<file path="config.mk">
export PLATFORM = sky130hd
export DESIGN_NAME = buzzer_tone_generator
export DESIGN_NICKNAME = d
export VERILOG_FILES = /design/src/logic/buzzer_pkg.sv /design/src/logic/buzzer_tone_generator.sv
export SDC_FILE = /design/constraint.sdc
export NUM_CORES = 1
export LEC_CHECK = 0
export ABC_AREA = 1
export BUFFER_PORTS_ARGS = -buffer_cell sky130_fd_sc_hd__buf_2
export CELL_PAD_IN_SITES_DETAIL_PLACEMENT = 0
export CELL_PAD_IN_SITES_GLOBAL_PLACEMENT = 1
export CORE_MARGIN = 5
export CORE_UTILIZATION = 37
export DETAILED_ROUTE_END_ITERATION = 16
export HOLD_SLACK_MARGIN = 0.1
export PLACE_DENSITY_LB_ADDON = 0.12
export RECOVER_POWER = 50
export SYNTH_ARGS = -nofsm -noshare
export SYNTH_HDL_FRONTEND = slang
export SYNTH_SLANG_ARGS = --single-unit
export TNS_END_PERCENT = 100
</file>
<file path="constraint.sdc">
create_clock -name ref_clk -period 2.5 [get_ports ref_clk]
set_input_delay 0.25 -clock ref_clk [delete_from_list [all_inputs] [get_ports ref_clk]]
set_output_delay 0.25 -clock ref_clk [all_outputs]
set_load 0.05 [all_outputs]
</file>
<file path="src/logic/buzzer_pkg.sv">
/*
 Constants, field layout, timing and helper functions of the buzzer
 tone generator. Assumes a 32.768 kHz low-speed oscillator whose both
 edges give the half-tick of the divider chain.
*/
// Function
// - Enable drives tone; disabled pin stays low except during a one-shot burst
// - Tone runs free of enable; glitches allowed
// - Tones are integer divisions of oscillator
// - Three-bit select picks one of eight tones
// - Level selects high-time count per frequency group
// - Duty is high time over period
// - Envelope overrides software level field
// - Envelope enable bit switches envelope on
// - Envelope starts at maximum, steps toward minimum
// - Envelope holds minimum level once reached
// - Restart returns envelope to maximum
// - Rate bit selects 62.5 or 125 ms steps
// - First step may be up to 4 ms off
// - Width bit selects 31.25 or 125 ms
// - Trigger starts burst on 256 Hz tick
// - Burst ends on 256 Hz tick after duration
// - Trigger bit reads busy during burst
// - Stop bit ends burst on tick
// - Retrigger restarts full duration on tick
// - Bursts use software level, never envelope
// - Continuous enable blocks one-shot triggers

package buzzer_pkg;

    // Register byte offsets
    localparam logic [3:0] OFS_CTRL = 4'h0;
    localparam logic [3:0] OFS_SHOT = 4'h4;
    localparam logic [3:0] OFS_FREQ = 4'h8;
    localparam logic [3:0] OFS_LEVEL = 4'hc;

    // Control register fields
    localparam int CTRL_EN_BIT = 0;
    localparam int CTRL_ENV_BIT = 1;
    localparam int CTRL_RST_BIT = 2;
    localparam int CTRL_RATE_BIT = 3;

    // One-shot register fields
    localparam int SHOT_WIDTH_BIT = 0;
    localparam int SHOT_TRIG_BIT = 1;
    localparam int SHOT_STOP_BIT = 2;

    // Values after reset and envelope level limits
    localparam logic RST_BIT = 1'b0;
    localparam logic [2:0] RST_FIELD = 3'h0;
    localparam logic [2:0] LEVEL_MAX = 3'h0;
    localparam logic [2:0] LEVEL_MIN = 3'h7;

    // Timebase, in half-ticks of the oscillator
    localparam int OSC_HZ = 32768;
    localparam int HALF_TICK_HZ = 2 * OSC_HZ;
    localparam int TICK_HZ = 256;
    localparam logic [7:0] TICK_DIV_LAST =
        8'(HALF_TICK_HZ / TICK_HZ - 1);

    // Times in ns and their counts of 256 Hz ticks
    localparam int TICK_NS = 1000000000 / TICK_HZ;
    localparam int ENV_FAST_NS = 62500000;
    localparam int ENV_SLOW_NS = 125000000;
    localparam int SHOT_LONG_NS = 125000000;
    localparam int SHOT_SHORT_NS = 31250000;
    localparam logic [5:0] ENV_FAST_TICKS = 6'(ENV_FAST_NS / TICK_NS);
    localparam logic [5:0] ENV_SLOW_TICKS = 6'(ENV_SLOW_NS / TICK_NS);
    localparam logic [5:0] SHOT_LONG_TICKS = 6'(SHOT_LONG_NS / TICK_NS);
    localparam logic [5:0] SHOT_SHORT_TICKS =
        6'(SHOT_SHORT_NS / TICK_NS);

    // Tone period and high time, in half-ticks
    localparam int TONE_BASE_PERIOD = 16;
    localparam int TONE_PERIOD_STEP = 4;
    localparam int HIGH_NARROW = 8;
    localparam int HIGH_WIDE = 12;

    typedef enum logic [1:0] {
        OS_IDLE = 2'b00,
        OS_RUN = 2'b01
    } shot_state_t;

    function automatic logic [4:0] periodOf(input logic [2:0] f);
        return 5'(TONE_BASE_PERIOD + TONE_PERIOD_STEP * int'(f[1:0]));
    endfunction

    function automatic logic [4:0] highOf(input logic [2:0] f,
                                          input logic [2:0] lvl);
        return 5'((f[1] ? HIGH_WIDE : HIGH_NARROW) - int'(lvl));
    endfunction

endpackage

</file>
<file path="src/logic/buzzer_tone_generator.sv">
/*
 Buzzer tone generator: divider chain from the low-speed oscillator,
 tone with selectable duty, digital envelope, one-shot burst and an
 Avalon-MM slave for the control bits. Assumes the oscillator pin is
 asynchronous to ref_clk and much slower than it.
*/
`timescale 1ns/1ns
`default_nettype none

module buzzer_tone_generator (
    input wire logic ref_clk,
    input wire logic rst,
    input wire logic lowSpeedOscillator,
    input wire logic [3:0] address,
    input wire logic read,
    input wire logic write,
    input wire logic [31:0] writedata,
    input wire logic [3:0] byteenable,
    output logic [31:0] readdata,
    output logic waitrequest,
    output logic toneOutPin
);

    ////////////////////////////////////////////////////////////////////
    // Declarations

    logic oscMeta_r, oscMeta_nxt;
    logic oscSync_r, oscSync_nxt;
    logic oscPrev_r, oscPrev_nxt;
    logic pre_r, pre_nxt;
    logic [7:0] tickDiv_r, tickDiv_nxt;
    logic halfTick;
    logic tick256;
    logic toneStep;

    logic [4:0] pos_r, pos_nxt;
    logic toneOut_r, toneOut_nxt;
    logic wave;
    logic [2:0] effLevel;

    logic enable_r, enable_nxt;
    logic envOn_r, envOn_nxt;
    logic rate_r, rate_nxt;
    logic width_r, width_nxt;
    logic [2:0] freq_r, freq_nxt;
    logic [2:0] level_r, level_nxt;
    logic waitReq_r, waitReq_nxt;
    logic [31:0] rdata_r, rdata_nxt;
    logic busDone;
    logic wrLow;
    logic restartPulse;
    logic trigPulse;
    logic stopPulse;

    logic [2:0] envLevel_r, envLevel_nxt;
    logic [5:0] envCnt_r, envCnt_nxt;
    logic [5:0] envInterval;
    logic envRun;

    buzzer_pkg::shot_state_t osState_r, osState_nxt;
    logic startPend_r, startPend_nxt;
    logic stopPend_r, stopPend_nxt;
    logic [5:0] osCnt_r, osCnt_nxt;
    logic shotBusy;
    logic armReq;

    ////////////////////////////////////////////////////////////////////
    // Timebase from the oscillator

    always_comb begin
        oscMeta_nxt = lowSpeedOscillator;
        oscSync_nxt = oscMeta_r;
        oscPrev_nxt = oscSync_r;
        halfTick = oscSync_r ^ oscPrev_r;
        tick256 = halfTick && (tickDiv_r == buzzer_pkg::TICK_DIV_LAST);
        pre_nxt = pre_r;
        tickDiv_nxt = tickDiv_r;
        if (halfTick) begin
            pre_nxt = ~pre_r;
            tickDiv_nxt = 8'(tickDiv_r + 8'h01);
        end
        // Lower octave advances on every other half-tick
        toneStep = halfTick && (!freq_r[2] || pre_r);
    end

    always_ff @(posedge ref_clk) begin
        if (rst) begin
            oscMeta_r <= 1'b0;
            oscSync_r <= 1'b0;
            oscPrev_r <= 1'b0;
            pre_r <= 1'b0;
            tickDiv_r <= 8'h00;
        end else begin
            oscMeta_r <= oscMeta_nxt;
            oscSync_r <= oscSync_nxt;
            oscPrev_r <= oscPrev_nxt;
            pre_r <= pre_nxt;
            tickDiv_r <= tickDiv_nxt;
        end
    end

    ////////////////////////////////////////////////////////////////////
    // Tone waveform and pin

    always_comb begin
        effLevel = envRun ? envLevel_r : level_r;
        pos_nxt = pos_r;
        if (toneStep) begin
            if (pos_r == 5'(buzzer_pkg::periodOf(freq_r) - 5'h01)) begin
                pos_nxt = 5'h00;
            end else begin
                pos_nxt = 5'(pos_r + 5'h01);
            end
        end
        wave = pos_r < buzzer_pkg::highOf(freq_r, effLevel);
        // Tone keeps running while gated off
        toneOut_nxt = (enable_r || osState_r == buzzer_pkg::OS_RUN)
                      && wave;
    end

    always_ff @(posedge ref_clk) begin
        if (rst) begin
            pos_r <= 5'h00;
            toneOut_r <= 1'b0;
        end else begin
            pos_r <= pos_nxt;
            toneOut_r <= toneOut_nxt;
        end
    end

    assign toneOutPin = toneOut_r;

    ////////////////////////////////////////////////////////////////////
    // Bus slave and control bits

    always_comb begin
        busDone = (read || write) && !waitReq_r;
        wrLow = busDone && write && byteenable[0];
        restartPulse = wrLow && address == buzzer_pkg::OFS_CTRL
                       && writedata[buzzer_pkg::CTRL_RST_BIT];
        trigPulse = wrLow && address == buzzer_pkg::OFS_SHOT
                    && writedata[buzzer_pkg::SHOT_TRIG_BIT];
        stopPulse = wrLow && address == buzzer_pkg::OFS_SHOT
                    && writedata[buzzer_pkg::SHOT_STOP_BIT];
        waitReq_nxt = !((read || write) && waitReq_r);
        enable_nxt = enable_r;
        envOn_nxt = envOn_r;
        rate_nxt = rate_r;
        width_nxt = width_r;
        freq_nxt = freq_r;
        level_nxt = level_r;
        if (wrLow) begin
            case (address)
                buzzer_pkg::OFS_CTRL: begin
                    enable_nxt = writedata[buzzer_pkg::CTRL_EN_BIT];
                    envOn_nxt = writedata[buzzer_pkg::CTRL_ENV_BIT];
                    rate_nxt = writedata[buzzer_pkg::CTRL_RATE_BIT];
                end
                buzzer_pkg::OFS_SHOT: begin
                    width_nxt = writedata[buzzer_pkg::SHOT_WIDTH_BIT];
                end
                buzzer_pkg::OFS_FREQ: begin
                    freq_nxt = writedata[2:0];
                end
                buzzer_pkg::OFS_LEVEL: begin
                    level_nxt = writedata[2:0];
                end
                default: begin
                end
            endcase
        end
        rdata_nxt = rdata_r;
        if (read && waitReq_r) begin
            rdata_nxt = 32'h00000000;
            case (address)
                buzzer_pkg::OFS_CTRL: begin
                    rdata_nxt[buzzer_pkg::CTRL_EN_BIT] = enable_r;
                    rdata_nxt[buzzer_pkg::CTRL_ENV_BIT] = envOn_r;
                    rdata_nxt[buzzer_pkg::CTRL_RATE_BIT] = rate_r;
                end
                buzzer_pkg::OFS_SHOT: begin
                    rdata_nxt[buzzer_pkg::SHOT_WIDTH_BIT] = width_r;
                    rdata_nxt[buzzer_pkg::SHOT_TRIG_BIT] = shotBusy;
                end
                buzzer_pkg::OFS_FREQ: begin
                    rdata_nxt[2:0] = freq_r;
                end
                buzzer_pkg::OFS_LEVEL: begin
                    rdata_nxt[2:0] = level_r;
                end
                default: begin
                end
            endcase
        end
    end

    always_ff @(posedge ref_clk) begin
        if (rst) begin
            enable_r <= buzzer_pkg::RST_BIT;
            envOn_r <= buzzer_pkg::RST_BIT;
            rate_r <= buzzer_pkg::RST_BIT;
            width_r <= buzzer_pkg::RST_BIT;
            freq_r <= buzzer_pkg::RST_FIELD;
            level_r <= buzzer_pkg::RST_FIELD;
            waitReq_r <= 1'b1;
            rdata_r <= 32'h00000000;
        end else begin
            enable_r <= enable_nxt;
            envOn_r <= envOn_nxt;
            rate_r <= rate_nxt;
            width_r <= width_nxt;
            freq_r <= freq_nxt;
            level_r <= level_nxt;
            waitReq_r <= waitReq_nxt;
            rdata_r <= rdata_nxt;
        end
    end

    assign readdata = rdata_r;
    assign waitrequest = waitReq_r;

    ////////////////////////////////////////////////////////////////////
    // Envelope

    always_comb begin
        envRun = enable_r && envOn_r;
        envInterval = rate_r ? buzzer_pkg::ENV_SLOW_TICKS
                             : buzzer_pkg::ENV_FAST_TICKS;
        envLevel_nxt = envLevel_r;
        envCnt_nxt = envCnt_r;
        // Tick phase is free, so first step is up to one tick short
        if (!envRun || restartPulse) begin
            envLevel_nxt = buzzer_pkg::LEVEL_MAX;
            envCnt_nxt = 6'h00;
        end else if (tick256) begin
            if (envCnt_r == 6'(envInterval - 6'h01)) begin
                envCnt_nxt = 6'h00;
                if (envLevel_r != buzzer_pkg::LEVEL_MIN) begin
                    envLevel_nxt = 3'(envLevel_r + 3'h1);
                end
            end else begin
                envCnt_nxt = 6'(envCnt_r + 6'h01);
            end
        end
    end

    always_ff @(posedge ref_clk) begin
        if (rst) begin
            envLevel_r <= buzzer_pkg::LEVEL_MAX;
            envCnt_r <= 6'h00;
        end else begin
            envLevel_r <= envLevel_nxt;
            envCnt_r <= envCnt_nxt;
        end
    end

    ////////////////////////////////////////////////////////////////////
    // One-shot burst

    always_comb begin
        armReq = trigPulse && !enable_r;
        shotBusy = startPend_r || osState_r == buzzer_pkg::OS_RUN;
        // Requests wait for the tick; a new request wins over the clear
        startPend_nxt = armReq || (startPend_r && !tick256);
        stopPend_nxt = stopPulse || (stopPend_r && !tick256);
        osState_nxt = osState_r;
        osCnt_nxt = osCnt_r;
        if (tick256) begin
            if (startPend_r) begin
                osState_nxt = buzzer_pkg::OS_RUN;
                osCnt_nxt = width_r ? buzzer_pkg::SHOT_LONG_TICKS
                                    : buzzer_pkg::SHOT_SHORT_TICKS;
            end else if (stopPend_r) begin
                osState_nxt = buzzer_pkg::OS_IDLE;
            end else begin
                case (osState_r)
                    buzzer_pkg::OS_RUN: begin
                        if (osCnt_r == 6'h01) begin
                            osState_nxt = buzzer_pkg::OS_IDLE;
                        end else begin
                            osCnt_nxt = 6'(osCnt_r - 6'h01);
                        end
                    end
                    default: begin
                        osState_nxt = buzzer_pkg::OS_IDLE;
                    end
                endcase
            end
        end
    end

    always_ff @(posedge ref_clk) begin
        if (rst) begin
            osState_r <= buzzer_pkg::OS_IDLE;
            startPend_r <= 1'b0;
            stopPend_r <= 1'b0;
            osCnt_r <= 6'h00;
        end else begin
            osState_r <= osState_nxt;
            startPend_r <= startPend_nxt;
            stopPend_r <= stopPend_nxt;
            osCnt_r <= osCnt_nxt;
        end
    end
endmodule

`default_nettype wire

</file>
* Word-level counts from Yosys, hierarchy flattened *
Cells that the tools add are included.

storage, ports and cells
  input port bits = 45
  flip-flop bits (word level) = 52

operators by class
  magnitude comparators = 1
  equality and inequality tests = 12
  muxes and demuxes = 17
  bitwise logic cells = 2
  reductions and logical operators = 40
  add/sub/neg operators = 9

operators by type and width
  kind                   number
  $mux W6                7
  $logic_and A1 B1 Y1    17
  $sub A6 B1 Y6 const B  2
  $reduce_and A2 Y1      5
  $add A8 B1 Y8 const B  1
  $eq A4 B4 Y1 const B   2
  $eq A8 B8 Y1 const B   1
  $mux W2                4
  $pmux W2 S4            1
  $logic_or A1 B1 Y1     7
  $add A6 B1 Y6 const B  1
  $eq A6 B1 Y1 const B   1
  $eq A6 B6 Y1           1
  $logic_not A1 Y1       6
  $mux W3                2
  $add A5 B1 Y5 const B  1
  $add A5 B4 Y5 const A  1
  $eq A5 B5 Y1           1
  $lt A5 B5 Y1           1
  $mux W5                1
  $sub A4 B3 Y5          1
  $sub A5 B1 Y5 const B  1
  $eq A4 B3 Y1 const B   1
  $logic_not A4 Y1       1
  other kinds (13)       14

* Depth between registers and ports, before layout *
Gate-level depths: netlist of run 1.

  depth in word-level cells = 8
  gate-level depth with buffers = 12
  depth with buffers taken out = 12

* Least setup slack after synthesis of run 1 *
OpenSTA, ideal clock, no wires.

  path type = flip-flop to flip-flop
  start point = reg enable_r
  end point = reg toneOut_r, in the netlist toneOutPin
  library setup time = 0.065 ns
  stages on the path, launching flop included = 12
  data required time = 2.435 ns
  slack = 0.716 ns
  arrival time = 1.719 ns
  cells stage by stage = dfxtp_1 nand2_1 nand2_1 o21ai_0 ha_1 xnor2_1 ha_1 a21oi_1 nor3_1 nor3_1 nand3_1 nor2_1

on the way
  word-level cells in the longest chain between the ends = 5
  elaborated cells on any way between the ends = 6
  those cells by class = 1 x add/sub; 1 x order compare; 1 x mux; 3 x reduce/logical

RTL lines
  what                     line                          text
  start, declared          buzzer_tone_generator.sv:41   logic enable_r, enable_nxt;
  start signal, assigned   buzzer_tone_generator.sv:199  enable_r <= buzzer_pkg::RST_BIT;
  start signal, assigned   buzzer_tone_generator.sv:208  enable_r <= enable_nxt;
  $logic_and A1 B1 Y1      buzzer_tone_generator.sv:226  envRun = enable_r && envOn_r;
  $mux W3                  buzzer_tone_generator.sv:106  effLevel = envRun ? envLevel_r : level_r;
  $sub A4 B3 Y5            buzzer_pkg.sv:90              return 5'((f[1] ? HIGH_WIDE : HIGH_NARROW) - int'(lvl));
  $lt A5 B5 Y1             buzzer_tone_generator.sv:115  wave = pos_r < buzzer_pkg::highOf(freq_r, effLevel);
  $logic_and A1 B1 Y1 (*)  buzzer_tone_generator.sv:118  && wave;
  end signal, assigned     buzzer_tone_generator.sv:127  toneOut_r <= toneOut_nxt;
  end, declared            buzzer_tone_generator.sv:37   logic toneOut_r, toneOut_nxt;

Mark *: on every way between the ends. The rest lies on a longest branch, timed or not.
A chain may end at the register's enable or synchronous reset.

* Worst setup path in the final report of run 1 *
Same ends and word-level chain as after synthesis.

==> results.md, run 1 <==
- Crit path kind: reg -> reg
- Share of layout cells above drive strength 1: 0.0957
- Die Span Y: 98.7 um
- Post-synth EDFFs: 0
- Buf/Inv on CP: 0
- Count of placed standard cells including taps: 512
- Cell Rows: 32
- Boundary Pins: 79
- Tot GR Track Use: 0.129
- Core region area: between 7000 and 8000 um2
- CP endpoint kind: flop
- Sw power: between 0.4 and 0.5 mW
- GR Overflow Total: 0
- Netlist Area Pre-Place: 2910 um2
- H-tree depth: 2
- First drt pass iteration count: 4
- Tmin final: approximately 2.0 ns
- Synth Register Bits: 51
- Final setup fails: 0
- Syn Area/Cell: 7.34 um2
- Synth Warn #: 0
- DRC: 0
- Highest ir drop seen on vdd: 0.361 mV
- RD Place Congestion: slightly below 0.8
- # hold bufs at CTS: 0
- Clock net sink count: 51
- Clock network fraction of total power: 0.404
- Internal power: between 1 and 1.5 mW
- Synth cell types: 39
- Status: finished, final reports clean
- FFs w/ async S/R, synth: 0
- # Max-Cap Violations: 0
- CP max-delay cell: dfxtp_1
- Commonest non-fill, non-tap cell in the layout: nand2_1
- Die W: about 100 um
- CP peak stage delay: 0.38 ns
- WP data arrival: 2.26 ns
- Clock skew: 0.00418 ns
- Starting Density: 0.379
- Routed WL per cell: 12.0 um
- Most frequent cells in the layout: 53 x nand2_1, 51 x inv_1, 51 x dfxtp_1
- WL final: 6230 um
- I/O Buffers: 19
- Fin cells: 520
- P&R area growth vs syn: 7.00%
- Unrepaired setup endpoints after global routing: no
- CTS Buffer Depth: 2
- Post-CTS sizing: 0
- Number of routed nets with antenna violations: 0
- Register area share after synthesis: 0.350
- Hold Fails Final Rpt: 0
- Post-CTS Setup Bufs: 0
- CP top delay family: simple AND/OR/NAND/NOR gates
- Slew headroom: 0.459
- Measured slew at the worst slew-check pin: 0.812 ns
- Synth Flop Type: dfxtp_1
- Worst-path clk slew: 0.10 ns
- # fillers: ~830
- Setup TNS: 0 ns
- Largest net degree at the start of global routing: 18
- Root Driver: clkbuf_8
- Global-route wire length before repair: 10300 um
- Fmax: 497 MHz
- Syn Inst Count: approximately 400
- Vias in the first global route: approximately 2100
- DR vias/cell: 4.61
- Layout net count: ~480
- Diode count: 0
- Critical Path RT: between 2 and 3 ns
- Nature of the critical path startpoint: flop
- Die ar.: 9750 um2
- DR iter-0 viols: a little under 90
- Sw frac: 0.270
- Latest clock arrival within the worst-skew pair: 0.31 ns
- Pleak: 1.34 nW
- Final period utilization: 0.805
- Pwr/cell area: approximately 550 nW/um2
- Cts bufs inserted: 5
- Critical-path cell list: nand2_1 > nand2_1 > o21ai_0 > ha_1 > xnor2_1 > ha_1 > a21oi_1 > nor3_1 > nor3_1 > nand3_1 > nor2_1
- Share of power burned in registers: 0.487
- Worst hold path class: in -> reg
- Multi-input gate area: roughly 1500 um2
- Fin. max-slew vios: 0
- CTS tree: yes
- Initial antenna violation count: 0
- Hpwl dp: roughly 4800 um
- Routed vias: approximately 2400
- Combinational share of power: 0.109
- Worst-path fanout max: 6
- Seq. cell area: 1020 um2
## power by group through the flow
stage | combinational (mW) | sequential [mW] | clock, mW
2_1_floorplan | 0.179 | 0.862 | 0
3_3_place_gp | 0.188 | 0.852 | 0
3_5_place_dp | 0.188 | 0.853 | 0
4_1_cts | 0.189 | 0.834 | 0.719
5_1_grt | 0.201 | 0.836 | 0.744
6_report | 0.186 | 0.834 | 0.692
## cell usage after synthesis (4+ instances only)
cell type / instances / share of area
nand2_1: 53 / 0.068
dfxtp_1: 51 / 0.35
inv_1: 51 / 0.066
nor2_1: 47 / 0.061
a21oi_1: 32 / 0.055
buf_4: 29 / 0.075
o21ai_0: 25 / 0.043
nand3_1: 20 / 0.034
nand4_1: 19 / 0.041
ha_1: 13 / 0.056
nor3_1: 7 / 0.012
xor2_1: 6 / 0.018
xnor2_1: 4 / 0.012
## worst paths after layout
check,start,to,slack (ns),depth (start not counted)
setup / recovery,enable_r$_SDFFE_PP0P_,toneOutPin$_SDFF_PP0_,0.49,11
hold / removal,read,waitrequest$_SDFF_PP1_,0.15,2
setup reg to reg,enable_r$_SDFFE_PP0P_,toneOutPin$_SDFF_PP0_,0.49,11
hold reg to reg,oscMeta_r$_SDFF_PP0_,oscPrev_nxt$_SDFF_PP0_,0.41,2
## sequential cells by signal, summed over array words and instances, names as in the netlist, 3 cells and up
signal and cells:
readdata 4, envLevel_r 3, pos_r 5, level_r 3, tickDiv_r 8, osCnt_r 6
freq_r 3, envCnt_r 6
## cell families after synthesis
| family | count (synthesis) | synth area share |
|---|---|---|
| DFF | 51 | 0.350 |
| AOI/OAI and AO/OA | 69 | 0.128 |
| other | 1 | 0.00129 |
| buffers and inverters | 86 | 0.153 |
| adders and majority gates | 13 | 0.0558 |
| and+or+nand+nor | 166 | 0.278 |
| xor gates and xnor gates | 10 | 0.0301 |
| muxes | 1 | 0.00344 |
## through the flow
step                      instance area [um2]  hold slack [ns]  utilization  power [mW]  setup WS (ns)
final                                    3120            0.152        0.406        1.71          0.487
after global routing                     3120            0.146        0.406        1.78          0.202
after CTS                                3140            0.138        0.408        1.74          0.452
after detailed placement                 3000            0.400        0.390        1.04          0.480
after global placement                   3000            0.403        0.390        1.04          0.481
after floorplan                          3020            0.319            -        1.04          0.716
## layer usage
layer,part of all wire,global-route usage
met5,0,0
met4,0.012,0.0347
met3,0.042,0.0333
met2,0.43,0.190
met1,0.52,0.186
## cell type report
class | count | area share
clock inverters | 3 | 0.0217
clock buffers | 5 | 0.0221
multi-input cells | 287 | 0.495
well taps | 102 | 0.0409
inverters | 52 | 0.0642
flip-flops and latches | 51 | 0.327
repair buffers | 20 | 0.0289
Power figures use the tool's default switching activity.
==> inputs of run 2 (changes only) <==
--- a/config.mk
+++ b/config.mk
@@ -5,12 +5,12 @@
 export SDC_FILE = /design/constraint.sdc
 export NUM_CORES = 1
 export LEC_CHECK = 0
-export ABC_AREA = 1
+export ABC_AREA = 0
 export BUFFER_PORTS_ARGS = -buffer_cell sky130_fd_sc_hd__buf_2
 export CELL_PAD_IN_SITES_DETAIL_PLACEMENT = 0
 export CELL_PAD_IN_SITES_GLOBAL_PLACEMENT = 1
 export CORE_MARGIN = 5
-export CORE_UTILIZATION = 37
+export CORE_UTILIZATION = 34
 export DETAILED_ROUTE_END_ITERATION = 16
 export HOLD_SLACK_MARGIN = 0.1
 export PLACE_DENSITY_LB_ADDON = 0.12
==> constraint.sdc (replaced) <==
create_clock -name ref_clk -period 1.6 [get_ports ref_clk]
set_input_delay 0.16 -clock ref_clk [delete_from_list [all_inputs] [get_ports ref_clk]]
set_output_delay 0.16 -clock ref_clk [all_outputs]
set_load 0.05 [all_outputs]
==> run 2 against run 1 <==
The flow now finishes with violations (negative setup slack). Core utilization up 1.9 points. Sequential cell count unchanged. Global-route usage decreased by 0.91 points. Final area increased by 5.9%. Hold slack worse by 0.019 ns. Critical path depth shrank 3. Via count decreased by 9.7%. First-iteration DRC count down 38%. Count of clock-buffer cells in the layout grew 2. Combinational power grew 78%. Sequential power up 57%. Critical path type unchanged. Largest power group unchanged. Highest routed layer unchanged.
==> results.md, run 2 <==
- Busiest layer in global routing: met2
- Die Span Y: 99.5 um
- Pwr Total: 2.52 mW
- Yosys top cell by area: dfxtp_1
- Top flop regs: tickDiv_r x8, envCnt_r x6, osCnt_r x6
- R2r startpoint: envOn_r$_SDFFE_PP0P_
- Tot GR Track Use: 0.120
- Register area share after synthesis: 0.375
- Syn Inst Count: just over 300
- Synth Register Bits: 51
- Post-synth top cells: 51 x dfxtp_1, 41 x nor2_1, 29 x buf_4
- Met3 GRT Util: 0.0281
- Vias in the first global route: ~2000
- Synth Warn #: 0
- Fin cells: 463
- DR vias/cell: 4.68
- WL final: 5810 um
- Buf/Inv on CP: 0
- CP max-delay cell: dfxtp_2
- Syn Area/Cell: just under 9 um2
- First drt pass iteration count: 4
- CTS tree: yes
- Core region area: 7770 um2
- Worst-path clk slew: 0.10 ns
- Die W: between 90 and 100 um
- Cts bufs inserted: 5
- Fmax: 600 MHz
- Mux contribution to synthesized area: 0.0722
- # Max-Cap Violations: 0
- Worst-path fanout max: 4
- Synth area leaders: dfxtp_1 38%, buf_4 8.0%, ha_1 6.0%, nor2_1 5.7%, mux2i_1 5.1%
- Met1 Usage GRT: 0.163
- Hpwl dp: 4300 um
- Most frequent cells in the layout: 41 x nor2_1, 41 x dfxtp_1, 29 x buf_4
- Final setup fails: 2
- CP top delay family: adder cells
- Latest clock arrival within the worst-skew pair: 0.30 ns
- CP peak stage delay: 0.35 ns
- DRC: 0
- Worst hold path class: in -> reg
- Diode count: 0
- Worst setup margin: -0.0654 ns
- Post-synth EDFFs: 0
- Fin. max-slew vios: 0
- GR Overflow Total: 0
- Routed WL per cell: 12.5 um
- Complex-gate fraction of the synthesized area: 0.116
- RD Place Congestion: 0.772
- Initial antenna violation count: 0
- Netlist Area Pre-Place: 2720 um2
- Met2 usage in global routing: 0.189
- Tmin final: 1.67 ns
- Critical-path cell list: nand2_4 > mux2i_1 > ha_1 > xnor2_1 > ha_1 > o21ai_1 > a21oi_1 > nor2_1
- Main combinational cell family by area after synthesis: simple AND/OR/NAND/NOR gates
- Boundary Pins: 79
- Pwr/cell area: ~760 nW/um2
- Post-Synth Simple-Gate Area: 0.206
- Count of placed standard cells including taps: 450
- Max reg flops: 8
- Post-Synth XOR/XNOR Area: 0.0639
- Unrepaired setup endpoints after global routing: yes
- Routed vias: 2165
- Measured slew at the worst slew-check pin: 0.599 ns
- Die ar.: 9890 um2
- Status: finished, violations left
- Slew headroom: 0.602
- CP endpoint kind: flop
- Layout net count: 418
- Count leader, synth: dfxtp_1
- Critical Path RT: 1.80 ns
- Synth cell types: 46
- Synth Flop Type: dfxtp_1
- Highest ir drop seen on vdd: 0.362 mV
- Final period utilization: 1.04
- P&R area growth vs syn: 21.3%
- DR iter-0 viols: 55
- Violated checks: negative setup slack
- H-tree depth: 2
- Share of layout cells above drive strength 1: 0.247
- Top reg by flops: tickDiv_r
- Starting Density: 0.350
- FFs w/ async S/R, synth: 0
- Hold Fails Final Rpt: 0
- Global-route wire length before repair: approximately 9700 um
- Largest net degree at the start of global routing: 24
- Crit path kind: reg -> reg
- Clock net sink count: 51
- Nature of the critical path startpoint: flop
- Post-Synth Adder-Cell Area: 0.0598
- Cell Rows: 32
- I/O Buffers: 19
- Root Driver: clkbuf_8
- CTS Buffer Depth: 2
- Origin of the worst min-delay path: writedata[1]
- Pleak: 1.38 nW
- WP data arrival: about 1.9 ns
- Setup TNS: -0.0819 ns
- CP most frequent cell: ha_1
- Number of routed nets with antenna violations: 0
- Clock skew: 0.0149 ns
- Worst Setup SP: envOn_r$_SDFFE_PP0P_
- Top cell type's share of synthesized area: 0.375
-- run 2: changes by cell type in the layout (fill, tap and decap cells not counted), sizes merged, moves of 15 or more --
cell,change
nand4,-15
nand3,-17
a21oi,-16
inv,-42
buf,+31
nand2,-39
o21ai,-15
-- run 2: worst reg2reg max path: cells and delay by family (launching register included) --
family                     cells  cell delay [ns]
muxes                          1             0.19
xor gates and xnor gates       1             0.14
adders and majority gates      2             0.54
and+or+nand+nor                2             0.16
AOI/OAI and AO/OA              2             0.18
DFF                            1             0.35
-- run 2: layer usage --
metal,share of wire,up-vias
met3,0.051,4
li1,-,1114
met5,0,-
met1,0.48,1005
met2,0.46,42
met4,0.0086,0
-- run 2: cell families (layout without fill, tap and decap cells) --
| family | count (synthesis) | after routing |
|---|---|---|
| buffers and inverters | 47 | 75 |
| AOI/OAI and AO/OA | 50 | 50 |
| adders and majority gates | 13 | 13 |
| DFF | 51 | 51 |
| and+or+nand+nor | 108 | 108 |
| other | 1 | 28 |
| muxes | 17 | 17 |
| xor gates and xnor gates | 19 | 19 |
-- run 2: worst paths after layout --
check / endpoint / slack [ns] / cells after the start
setup / recovery: toneOutPin$_SDFF_PP0_ / -0.07 / 8
hold / removal: envOn_r$_SDFFE_PP0P_ / 0.13 / 3
setup reg to reg: toneOutPin$_SDFF_PP0_ / -0.07 / 8
hold reg to reg: oscPrev_nxt$_SDFF_PP0_ / 0.44 / 1
-- run 2: area by class of cell --
cell class,count,area (um2)
Inverter,9,33.8
Clock inverter,1,30.0
Fill cell,794,4470
Multi-Input combinational cell,235,1610
Clock buffer,7,76.3
Sequential cell,51,1040
Timing Repair Buffer,58,385
Tap cell,102,128
-- run 2: metrics by stage --
stage / hold WS [ns] / util / setup slack [ns] / cell area [um2]
after floorplan: 0.265 / - / -0.0260 / 2850
after global placement: 0.371 / 0.395 / -0.122 / 3070
after detailed placement: 0.379 / 0.395 / -0.119 / 3070
after CTS: 0.120 / 0.421 / -0.104 / 3270
after global routing: 0.153 / 0.425 / -0.210 / 3300
final: 0.132 / 0.425 / -0.0654 / 3300
-- run 2: timing repair --
item                                    in CTS  in global routing
endpoints found under the hold margin        3                  0
resized for setup                           19                 21
pin swaps                                    6                 15
cloned                                       0                  0
hold buffers                                 4                  0
setup buffers                                0                  1
endpoints found under the setup margin       8                  8
-- run 2: report_power, final --
part	total, mW	internal, mW	switching, mW	leakage (nW)
clock	0.885	0.469	0.417	0.0524
combinational	0.332	0.0877	0.244	0.909
sequential	1.31	1.29	0.0166	0.417
